### src/hdl/ppchk_pkg.sv
// Package for the page permission checker: register map, entry fields, types.
// Assumes a single system clock and a plain strobe register port.
package ppchk_pkg;
   // Geometry
   localparam int PPCHK_ADDR_W = 32;
   localparam int PPCHK_CODE_W = 4;
   localparam int PPCHK_PAGE_SHIFT = 12;
   localparam int PPCHK_PAGES = 16;
   localparam int PPCHK_PAGE_W = 4;
   localparam int PPCHK_REG_AW = 8;
   localparam int PPCHK_NUM_DED = 6;
   // Register byte offsets
   localparam logic [7:0] PPCHK_OFS_STATUS = 8'h00;
   localparam logic [7:0] PPCHK_OFS_MASK = 8'h04;
   localparam logic [7:0] PPCHK_OFS_ENTRY0 = 8'h40;
   localparam logic [7:0] PPCHK_OFS_ENTRY_LAST = 8'h7C;
   // Entry field positions
   localparam int PPCHK_BIT_CODE0 = 10;
   localparam int PPCHK_BIT_HIGH = 9;
   localparam int PPCHK_BIT_LOCAL = 8;
   localparam int PPCHK_BIT_SR = 5;
   localparam int PPCHK_BIT_SW = 4;
   localparam int PPCHK_BIT_SX = 3;
   localparam int PPCHK_BIT_UR = 2;
   localparam int PPCHK_BIT_UW = 1;
   localparam int PPCHK_BIT_UX = 0;
   localparam logic [15:0] PPCHK_ENTRY_USED = 16'hFF3F;
   localparam logic [15:0] PPCHK_ENTRY_RESET = 16'hFF3F;
   // Status bits
   localparam int PPCHK_ST_FAULT = 0;
   localparam int PPCHK_ST_W = 1;

   typedef enum logic [1:0] {
      PPCHK_ACC_READ = 2'b00,
      PPCHK_ACC_WRITE = 2'b01,
      PPCHK_ACC_EXEC = 2'b10
   } ppchk_acc_t;

   typedef struct packed {
      logic valid;
      logic [PPCHK_ADDR_W-1:0] addr;
      logic [PPCHK_CODE_W-1:0] code;
      logic sup;
      logic local_cpu;
      ppchk_acc_t acc;
   } ppchk_req_t;

   typedef struct packed {
      logic grant;
      logic block;
   } ppchk_rsp_t;

   typedef struct packed {
      logic [PPCHK_REG_AW-1:0] addr;
      logic [31:0] wdata;
      logic wr;
      logic rd;
   } ppchk_bus_t;
endpackage

### src/hdl/ppchk_top.sv
// Page permission checker: per-page entries, request admit/block, fault event.
// Assumes requestors present code, privilege and type with each request;
// DMA engine latches code and privilege at start and passes them in here.
`timescale 1ns/10ps
// Behaviour
// - Memory split into pages, each with entry
// - 16-bit entry: requestor bits, access bits
// - DMA accesses carry starting requestor's code
// - DMA privilege fixed at transfer start
// - Privilege selects which access bits apply
// - Bits 10-15 admit codes 0-5
// - Bit 9 admits codes six and up
// - Local bit alone governs CPU local access
// - Code bits govern DMA and nonlocal CPU
// - Data is read/write, fetch is execute
// - Supervisor bits 5-3, user read/write 2-1
// - User execute bit 0, one permits
// - Failing access blocked, memory unchanged
// - Invalid access raises fault event
module ppchk_top #(
   parameter int PAGES = ppchk_pkg::PPCHK_PAGES
) (
   // Clock and reset
   input wire logic clk_i,
   input wire logic rst_i,
   // Access request and verdict
   input wire ppchk_pkg::ppchk_req_t req_i,
   output ppchk_pkg::ppchk_rsp_t rsp_o,
   // Register port
   input wire ppchk_pkg::ppchk_bus_t bus_i,
   output logic [31:0] rdata_o,
   // Fault event and interrupt
   output logic fault_o,
   output logic irq_o
);
   import ppchk_pkg::*;

   typedef struct packed {
      logic [PAGES-1:0][15:0] entry;
      logic [PPCHK_ST_W-1:0] status;
      logic [PPCHK_ST_W-1:0] mask;
      ppchk_rsp_t rsp;
      logic fault;
      logic irq;
      logic [31:0] rdata;
   } ppchk_state_t;

   ppchk_state_t st;
   ppchk_state_t next_st;
   logic [PPCHK_PAGE_W-1:0] page;
   logic [15:0] ent;
   logic code_ok;
   logic type_ok;
   logic admit;
   logic [PPCHK_REG_AW-1:0] eidx;
   logic [PPCHK_PAGE_W-1:0] widx;
   logic ewin;

   // Page lookup: one entry per page by address slice
   assign page = req_i.addr[PPCHK_PAGE_SHIFT +: PPCHK_PAGE_W];
   assign ent = st.entry[page];

   // Requestor check; local CPU accesses ignore the code bits
   always_comb begin
      code_ok = 1'b0;
      if (req_i.local_cpu) begin
         code_ok = ent[PPCHK_BIT_LOCAL];
      end else if (req_i.code >= PPCHK_CODE_W'(PPCHK_NUM_DED)) begin
         code_ok = ent[PPCHK_BIT_HIGH];
      end else begin
         code_ok = ent[PPCHK_BIT_CODE0 + int'(req_i.code)];
      end
   end

   // Type check, privilege picks the bit triplet
   always_comb begin
      type_ok = 1'b0;
      case (req_i.acc)
         PPCHK_ACC_READ:  type_ok = req_i.sup ? ent[PPCHK_BIT_SR] : ent[PPCHK_BIT_UR];
         PPCHK_ACC_WRITE: type_ok = req_i.sup ? ent[PPCHK_BIT_SW] : ent[PPCHK_BIT_UW];
         PPCHK_ACC_EXEC:  type_ok = req_i.sup ? ent[PPCHK_BIT_SX] : ent[PPCHK_BIT_UX];
         default:         type_ok = 1'b0;
      endcase
   end

   // Both checks must pass; the privilege is used as presented
   assign admit = code_ok & type_ok;

   // Register decode for the entry window
   assign eidx = bus_i.addr - PPCHK_OFS_ENTRY0;
   assign widx = eidx[2 +: PPCHK_PAGE_W];
   assign ewin = (bus_i.addr >= PPCHK_OFS_ENTRY0) && (bus_i.addr <= PPCHK_OFS_ENTRY_LAST)
                 && (int'(widx) < PAGES);

   // Next state: verdict, fault flag, registers
   always_comb begin
      next_st = st;
      next_st.rsp.grant = req_i.valid & admit;
      next_st.rsp.block = req_i.valid & ~admit;
      next_st.fault = req_i.valid & ~admit;
      next_st.rdata = 32'h0000_0000;
      if (bus_i.rd) begin
         if (bus_i.addr == PPCHK_OFS_STATUS) begin
            next_st.rdata = {{(32-PPCHK_ST_W){1'b0}}, st.status};
            next_st.status = '0;
         end else if (bus_i.addr == PPCHK_OFS_MASK) begin
            next_st.rdata = {{(32-PPCHK_ST_W){1'b0}}, st.mask};
         end else if (ewin) begin
            next_st.rdata = {16'h0000, st.entry[widx]};
         end
      end
      if (bus_i.wr) begin
         if (bus_i.addr == PPCHK_OFS_MASK) begin
            next_st.mask = bus_i.wdata[PPCHK_ST_W-1:0];
         end else if (ewin) begin
            next_st.entry[widx] = bus_i.wdata[15:0] & PPCHK_ENTRY_USED;
         end
      end
      // Set beats the read-clear so a fault in that cycle is kept
      if (req_i.valid & ~admit) begin
         next_st.status[PPCHK_ST_FAULT] = 1'b1;
      end
      next_st.irq = |(next_st.status & next_st.mask);
   end

   // State register
   always_ff @(posedge clk_i or posedge rst_i) begin
      if (rst_i) begin
         st.entry <= {PAGES{PPCHK_ENTRY_RESET}};
         st.status <= '0;
         st.mask <= '0;
         st.rsp <= '0;
         st.fault <= 1'b0;
         st.irq <= 1'b0;
         st.rdata <= 32'h0000_0000;
      end else begin
         st <= next_st;
      end
   end

   assign rsp_o = st.rsp;
   assign fault_o = st.fault;
   assign irq_o = st.irq;
   assign rdata_o = st.rdata;

   // Checks
   // Independent admission model; reusing the datapath terms here would make
   // every verdict property hold by construction
   logic [PPCHK_NUM_DED-1:0] code_hit;
   logic high_hit;
   logic chk_code_ok;
   int type_idx;
   logic chk_type_ok;
   logic chk_admit;
   logic deny_now;
   logic st_rd;

   // One hit term per dedicated code bit
   for (genvar gi = 0; gi < PPCHK_NUM_DED; gi++) begin : g_code_hit
      assign code_hit[gi] = (req_i.code == PPCHK_CODE_W'(gi)) && ent[PPCHK_BIT_CODE0 + gi];
   end
   assign high_hit = (req_i.code >= PPCHK_CODE_W'(PPCHK_NUM_DED)) && ent[PPCHK_BIT_HIGH];
   assign chk_code_ok = req_i.local_cpu ? ent[PPCHK_BIT_LOCAL]
                        : (|code_hit || high_hit);

   // Access bit index: privilege picks the triplet, type the offset inside it
   assign type_idx = (req_i.sup ? PPCHK_BIT_SX : PPCHK_BIT_UX) + (PPCHK_BIT_UR - PPCHK_BIT_UX)
                     - int'(req_i.acc);
   assign chk_type_ok = (req_i.acc inside {PPCHK_ACC_READ, PPCHK_ACC_WRITE, PPCHK_ACC_EXEC})
                        && ent[type_idx[3:0]];
   // Verdict and status helpers shared by the properties
   assign chk_admit = chk_code_ok && chk_type_ok;
   assign deny_now = req_i.valid && !chk_admit;
   assign st_rd = bus_i.rd && (bus_i.addr == PPCHK_OFS_STATUS);

   // Each cleared dedicated bit refuses its own code
   for (genvar gc = 0; gc < PPCHK_NUM_DED; gc++) begin : g_code_chk

   end
endmodule

### config.mk
export PLATFORM = sky130hd
export DESIGN_NAME = ppchk_top
export DESIGN_NICKNAME = d
export VERILOG_FILES = /design/src/hdl/ppchk_pkg.sv /design/src/hdl/ppchk_top.sv
export SDC_FILE = /design/constraint.sdc
export NUM_CORES = 1
export LEC_CHECK = 0
export BUFFER_PORTS_ARGS = -buffer_cell sky130_fd_sc_hd__buf_2
export CAP_MARGIN = 0
export CORE_MARGIN = 2
export CORE_UTILIZATION = 50
export CTS_CLUSTER_SIZE = 25
export DETAILED_ROUTE_END_ITERATION = 8
export PLACE_DENSITY_LB_ADDON = 0.08
export SYNTH_ARGS = -nofsm -noshare
export SYNTH_HDL_FRONTEND = slang
export SYNTH_SLANG_ARGS = --single-unit
### constraint.sdc
create_clock -name clk_i -period 15.1 [get_ports clk_i]
set_input_delay 0.755 -clock clk_i [delete_from_list [all_inputs] [get_ports clk_i]]
set_output_delay 0.755 -clock clk_i [all_outputs]
set_load 0.01 [all_outputs]
## Word level (Yosys, flattened, before mapping)

Index checks and enable logic that the tools add are counted.

- Register bits after elaboration: 293
- Output and inout bits: 36
- Logic and storage cells: 70

- Add/sub/neg operators: 2
- Magnitude comparators: 7
- Eq/ne operators: 3
- Multiplexer cells: 25
- Bitwise gates (word level): 6
- Reduce and logical (&&, ||, !) cells: 5

Operators by type and width:

| cell | count |
|---|---|
| 256-bit bitwise mux | 1 |
| 16-bit binary-select mux with 4-bit select | 2 |
| 16-bit 2-to-1 mux | 7 |
| 16-bit demux with 4-bit select | 1 |
| 1-bit 2-to-1 mux | 12 |
| 4-bit by 5-bit less-than comparator with 1-bit output, second input constant | 2 |
| 8-bit by 3-bit equality test with 1-bit output, second input constant | 1 |
| 8-bit by 7-bit greater-or-equal comparator with 1-bit output, second input constant | 1 |
| 8-bit by 7-bit less-or-equal comparator with 1-bit output, second input constant | 1 |
| 8-bit zero test | 1 |
| 6-bit by 1-bit subtractor with 6-bit output, second input constant | 1 |
| 4-bit by 4-bit adder with 5-bit output, first input constant | 1 |
| 5-bit less-than comparator, second input constant | 1 |
| 1-bit bitwise AND | 4 |
| 1-bit binary-select mux with 4-bit select | 1 |
| 4-bit by 1-bit greater-or-equal comparator with 1-bit output, second input constant | 1 |
| 4-bit by 3-bit greater-or-equal comparator with 1-bit output, second input constant | 1 |
| 1-bit one-hot mux with 3 select lines | 1 |
| 3-bit AND reduction | 1 |
| 2-bit by 1-bit equality test with 1-bit output, second input constant | 1 |
| 2-bit equality test, second input constant | 1 |
| 1-bit logical AND | 2 |
| 2-bit zero test | 1 |
| 1-bit NOT | 2 |

## Longest topological paths before layout

Gate-level depths: netlist (run 1).

- Depth after elaboration: 12
- Mapped depth: 12

## Worst setup path before layout (run 1)

Ideal clock, no wire load.

- Path kind: input port to flip-flop
- Start point: in req_i[20] in the netlist's numbering
- End point: reg st, in the netlist rsp_o[1]
- Library setup time: 119 ps
- Arrival time: 2561 ps
- Data required time: 14981 ps
- Path slack: 12420 ps
- Stages: 9
- Cell sequence: buf_6 > buf_12 > mux4_2 > a22oi_1 > o21ai_1 > and3b_1 > o41a_1 > a21boi_4 > and2_1

RTL lines:

| what | RTL line | text |
|---|---|---|
| start, declared | ppchk_top.sv:27 | `input wire ppchk_pkg::ppchk_req_t req_i,` |
| end signal, assigned | ppchk_top.sv:137 | `st <= next_st;` |
| end, declared | ppchk_top.sv:48 | `ppchk_state_t st;` |

==> run summary, run 1 <==
status - finished clean
Worst Hold Class - input pin to async pin
vias in the first global route - 9040
pin count of the biggest net entering global routing - 108
via count - 8560
routed length per instance - 29.2 µm
post_cts resized - 0
clk_lat worst skew - 0.54 ns
Die Area - 28600 µm²
Detailed Route WL - 38100 µm
average cell area after synthesis - 14.8 µm²
layout cells sized above 1 - 71.1%
io pins - 121
CTS Hold Buffers Added - 0
number of cell rows - 60
EDFF count, synth - 0
cell taking the most area after synthesis - dfstp_2
Yosys top cell area share - 43.2%
Slew headroom - 34.8%
Synth Cell Area - 13600 µm²
fillers - 2144
TNS Setup - 0 ns
distinct cell type count after synthesis - 57
number of max-cap violations - 0
CP Launch Type - input pin
Inserted Clock Buffers - 28
most frequent cell after synthesis - dfstp_2
Placeable Area - 26900 µm²
count of final hold-check violations - 0
Placement Setup Slack - 11.05 ns
LEAKAGE - 6.02 nW
Post-synth top flop - dfstp_2
Worst Path Arrival - 3.91 ns
Worst Path Required - 15.53 ns
Mapped Cells - 923
yosys synthesis warning count - 0
ys async rst share - 100%
CTS tree - built
Max stage delay on crit path - 0.77 ns
RSZ-0062 raised after global routing - no
fin worst setup slack - 11.62 ns
final setup fails - 0
Yosys reg bits - 243
DRC - 0
Final #Nets - 1028
register area share after synthesis - 46.7%
clock buffer depth - 3
Worst VDD drop - 0.0676 mV
clock-pin slew on the worst setup and hold paths - 0.06 ns
Worst setup EP type - flop
Final ANT Viol Nets - 0
Post-CTS Setup Repair Bufs - 0
fin. max-slew vios - 0
first-pass GRT wire length - 57900 µm
Die X - 169 µm
GRT overflow - 0
Register-to-Register Path Depth - 8
initial antenna violation count - 3
reg2reg setup slack - 12.68 ns
routability cong. - 0.805
number of port buffers - 56
dpl hpwl - 23500 µm
PD cells - 121 nW/µm²
WS Path Type - input pin to flop
critical register-to-register path startpoint - st[54]$_DFFE_PP1P_
Layout area overhead - 9.29%
# clock sinks - 243
H-tree Lvls - 1
fmax - 0.287 GHz
Initial Util - 50.7%
Clk Tree Root Cell - clkbuf_16
Setup Skew - 0.00697 ns
die height - 169 µm
routed vias/inst - 6.55
Slew @ Worst Pin - 0.978 ns
top post-synthesis cells by area - dfstp_2 (43%), mux2_2 (18%), mux4_2 (16%), dfrtp_1 (3.5%), mux2i_1 (3.3%)
Post-synth top cells - dfstp_2 (224), mux2_2 (218), mux4_2 (98)
crit-path max FO - 50
RR Endpoint - rsp_o[1]$_DFF_PP0_
fin crit period - 3.48 ns
drt initial violations - 654
CP dominant cell by count - buf_4
crit path cell chain - buf_4 -> buf_4 -> mux4_2 -> o2111ai_1 -> o21ai_0 -> a2111oi_2 -> a31o_2 -> a21boi_4 -> and2_1
Total GRT Usage - 27.3%
Initial DRT Pass Iterations - 5
Crit-path slowest cell - buf_4
part of the cycle the worst path needs - 23.0%
-- worst max-delay path by stage --
stage,startpoint,end,slack [ns],cells after the start
floorplan,rst_i,fault_o$_DFF_PP0_,8.04,1
global placement,req_i[21],rsp_o[1]$_DFF_PP0_,11.08,9
detailed placement,req_i[21],rsp_o[1]$_DFF_PP0_,11.05,9
CTS,req_i[21],rsp_o[1]$_DFF_PP0_,11.62,9
global route,req_i[21],rsp_o[1]$_DFF_PP0_,11.48,9
finish,req_i[21],rsp_o[1]$_DFF_PP0_,11.62,9
-- metal layers --
layer | vias up | track usage, % | share of wire, %
met4 | 2 | 10.8 | 4.0
met2 | 334 | 41.8 | 46
met1 | 4591 | 39.3 | 44
li1 | 3536 | - | -
met5 | - | 0 | 0.029
met3 | 97 | 4.37 | 6.3
-- per-stage QoR --
step	util, %	instances	cell area [µm²]	power [mW]	hold slack [ns]
2_1_floorplan	-	940	13700	1.06	0.486
3_3_place_gp	52.0	1253	14000	1.12	0.506
3_5_place_dp	52.0	1253	14000	1.15	0.508
4_1_cts	55.4	1304	14900	1.82	0.362
5_1_grt	55.4	1305	14900	1.87	0.418
6_report	55.4	1306	14900	1.80	0.339
-- sequential cells by signal, summed over array words and instances, names as in the netlist --
register,flops
st,226
rdata_o,14
fault_o,1
irq_o,1
rsp_o,1
-- worst max-delay path, delay by kind of cell --
kind                   cells  cell delay [ns]
muxes                      1             0.61
buffers and inverters      2             1.11
and+or+nand+nor            1             0.16
AOI/OAI and AO/OA          5             1.26
-- report_power, final --
part	leakage (nW)	total (mW)	switching (mW)	internal (mW)
sequential	2.59	0.852	0.0603	0.792
clock	0.455	0.664	0.269	0.395
combinational	2.98	0.286	0.128	0.158
total	6.02	1.80	0.458	1.35
-- placed cells by master (no fill, tap or decap), types with 4 or more instances in the layout --
cell type,synthesis,final
dfstp_2,224,224
mux2_2,218,218
mux4_2,98,98
buf_2,26,54
mux2i_1,45,45
nand2_1,29,29
clkbuf_16,0,29
buf_4,39,25
dfrtp_1,19,19
conb_1,1,18
a22oi_1,17,17
nor2_1,23,14
and3_1,13,13
nand3_1,13,13
mux2_1,11,11
nor2_2,0,9
nor2b_1,9,9
clkinv_2,0,9
nor3_1,8,8
mux4_1,8,8
nand2b_1,6,6
nand4_1,6,6
a21oi_1,6,6
clkbuf_8,0,6
inv_1,6,5
a31oi_1,5,5
nand4b_1,4,4
o2111ai_1,4,4
clkbuf_1,27,4
-- area by class of cell --
cell class	count	area [µm²]	share of cell area (%)
Timing Repair Buffer	79	458	3.08
Clock buffer	39	823	5.53
Tap cell	341	427	2.87
Inverter	6	30.0	0.202
Sequential cell	243	6360	42.7
Multi-Input combinational cell	584	6690	45.0
Clock inverter	12	90.1	0.605
Antenna cell	2	5.00	0.0336
-- cell families (layout without fill, tap and decap cells) --
family,after synthesis,in the layout,synth area share (%)
AOI/OAI and AO/OA,55,55,3.11
muxes,380,380,40.0
other,1,20,0.0275
adders and majority gates,1,1,0.0918
and+or+nand+nor,128,128,5.02
buffers and inverters,113,136,4.94
DFF,243,243,46.7
xor gates and xnor gates,2,2,0.129
(Power assumes the default switching activity.)
==> inputs of run 2 (changes only) <==
clock period = 3.3 ns   (was 15.1 ns; I/O delays follow)
==> run 2 against run 1 <==
Register-to-register slack worse by 12 ns. Non-clock buffer count rose by 23. Critical endpoint unchanged. Via count rose by 0.54%. Clock skew increased by 0.010 ns. Sequential share of layout area decreased by 0.71 points. First-iteration DRC count up 17%. Design area is 1.7% higher.
==> run summary, run 2 (synthesis gave the netlist of run 1 again) <==
post_cts resized - 0
Worst VDD drop - 0.311 mV
crit path cell chain - mux2i_1 -> a221oi_1 -> a21oi_1 -> o211ai_1 -> o221ai_1 -> o31a_1 -> a21boi_4 -> and2_1
# clock sinks - 243
Antenna Cells - 0
crit-path max FO - 3
Initial Util - 50.7%
Layout area overhead - 11.1%
Worst Hold Slack - 0.0361 ns
Top reg by flops - st
Setup Skew - 0.0174 ns
routability cong. - 0.864
most frequent cells in the layout - dfstp_2 (224), mux2_2 (218), mux4_2 (98)
PD cells - 548 nW/µm²
CTS tree - built
RSZ-0062 raised after global routing - no
Final Instance Count excl. Fillers - 1326
count of final hold-check violations - 0
fin. max-slew vios - 0
Final #Nets - 1052
Worst setup EP type - flop
Max stage delay on crit path - 0.54 ns
Post-CTS Setup Repair Bufs - 0
drt initial violations - 767
number of cell rows - 60
routed length per instance - 28.5 µm
DRC - 0
clock-pin slew on the worst setup and hold paths - 0.06 ns
fmax - 0.410 GHz
first-pass GRT wire length - 57500 µm
pin count of the biggest net entering global routing - 87
most common cell after layout, fill and taps aside - dfstp_2
dpl hpwl - 24500 µm
final setup fails - 0
Initial DRT Pass Iterations - 5
Final ANT Viol Nets - 0
CP Launch Type - flop
Worst Path Arrival - 2.92 ns
Placeable Area - 26900 µm²
Die Area - 28600 µm²
Buf+Inv Stages, Crit Path - 0
Inserted Clock Buffers - 29
routed vias/inst - 6.49
LEAKAGE - 6.17 nW
H-tree Lvls - 1
Worst Hold Class - input pin to flop
die height - 169 µm
clk_lat worst skew - 0.55 ns
WS Path Type - flop to flop
Slew @ Worst Pin - 0.707 ns
Total GRT Usage - 27.1%
status - finished clean
GRT overflow - 0
crit-path leading delay family - compound AO/OA/AOI/OAI gates
Worst Path Required - 3.78 ns
number of flip-flops under the largest register name - 226
part of the cycle the worst path needs - 73.9%
fillers - 2113
Crit-path slowest cell - dfstp_2
Placed Cells incl. Taps - 1274
Die X - 169 µm
layout cells sized above 1 - 71.4%
number of max-cap violations - 0
TNS Setup - 0 ns
clock buffer depth - 3
vias in the first global route - 9085
fin crit period - 2.44 ns
Detailed Route WL - 37800 µm
initial antenna violation count - 0
Slew headroom - 52.7%
Clk Tree Root Cell - clkbuf_16
io pins - 121
number of port buffers - 56
via count - 8606
==> run 2: cell count changes in the layout (fill, tap and decap cells not counted) <==
| cell | before | now |
|---|---|---|
| buf_12 | 0 | 7 |
| dlygate4sd3_1 | 0 | 2 |
| clkinv_2 | 9 | 7 |
| clkbuf_8 | 6 | 7 |
| inv_8 | 1 | 0 |
| clkinvlp_4 | 2 | 1 |
| clkbuf_1 | 4 | 6 |
| buf_4 | 25 | 39 |
| diode_2 | 2 | 0 |
==> run 2: worst min-delay path: stages <==
cell and delay, ns:
buf_2 0.14, nand3_1 0.08, mux2_2 0.16
==> run 2: worst paths after layout <==
check | endpoint | slack [ns] | cells past startpoint | startpoint
max | rsp_o[1]$_DFF_PP0_ | 0.86 | 8 | st[54]$_DFFE_PP1P_
min | st[36]$_DFF_PP0_ | 0.04 | 3 | bus_i[1]
max reg2reg | rsp_o[1]$_DFF_PP0_ | 0.86 | 8 | st[54]$_DFFE_PP1P_
min reg2reg | st[36]$_DFF_PP0_ | 0.55 | 1 | st[36]$_DFF_PP0_
max in group asynchronous | st[135]$_DFFE_PP1P_ | 2.35 | 4 | rst_i
min in group asynchronous | st[142]$_DFFE_PP1P_ | 0.42 | 3 | rst_i
==> run 2: metal layers <==
layer	GRT usage [%]	vias up	routed length (µm)	part of all wire, %
met5	0	-	0	0
li1	-	3586	-	-
met3	5.33	86	2740	7.2
met1	38.1	4570	16100	43
met2	42.4	364	17600	47
met4	9.81	0	1330	3.5
==> run 2: report_power, final <==
group | internal (mW) | leakage [nW] | total [mW] | switching [mW]
sequential | 3.62 | 2.59 | 3.90 | 0.271
combinational | 0.742 | 3.12 | 1.34 | 0.596
clock | 1.83 | 0.456 | 3.06 | 1.23
==> run 2: through the flow <==
step	worst slack [ns]	cell area [µm²]	total power, mW	util (%)
after floorplan	0.128	13700	4.87	-
after global routing	0.707	15100	8.63	56.3
after detailed placement	0.493	14200	5.27	52.9
after CTS	0.889	15100	8.35	56.3
final	0.860	15100	8.30	56.3
after global placement	0.520	14200	5.17	52.9
==> run 2: area by class of cell <==
class                           instances  area (µm²)  share of cell area, %
Clock buffer                           42         845                   5.58
Clock inverter                          8        65.1                  0.430
Inverter                                6        26.3                  0.174
Multi-Input combinational cell        584        6690                   44.2
Sequential cell                       243        6360                   42.0
Tap cell                              341         427                   2.82
Timing Repair Buffer                  102         723                   4.78
==> run 2: repair_timing <==
| action | in CTS | in global routing |
|---|---|---|
| endpoints found under the hold margin | 17 | 0 |
| setup endpoints to repair | 0 | 0 |
| hold buffers | 2 | 0 |
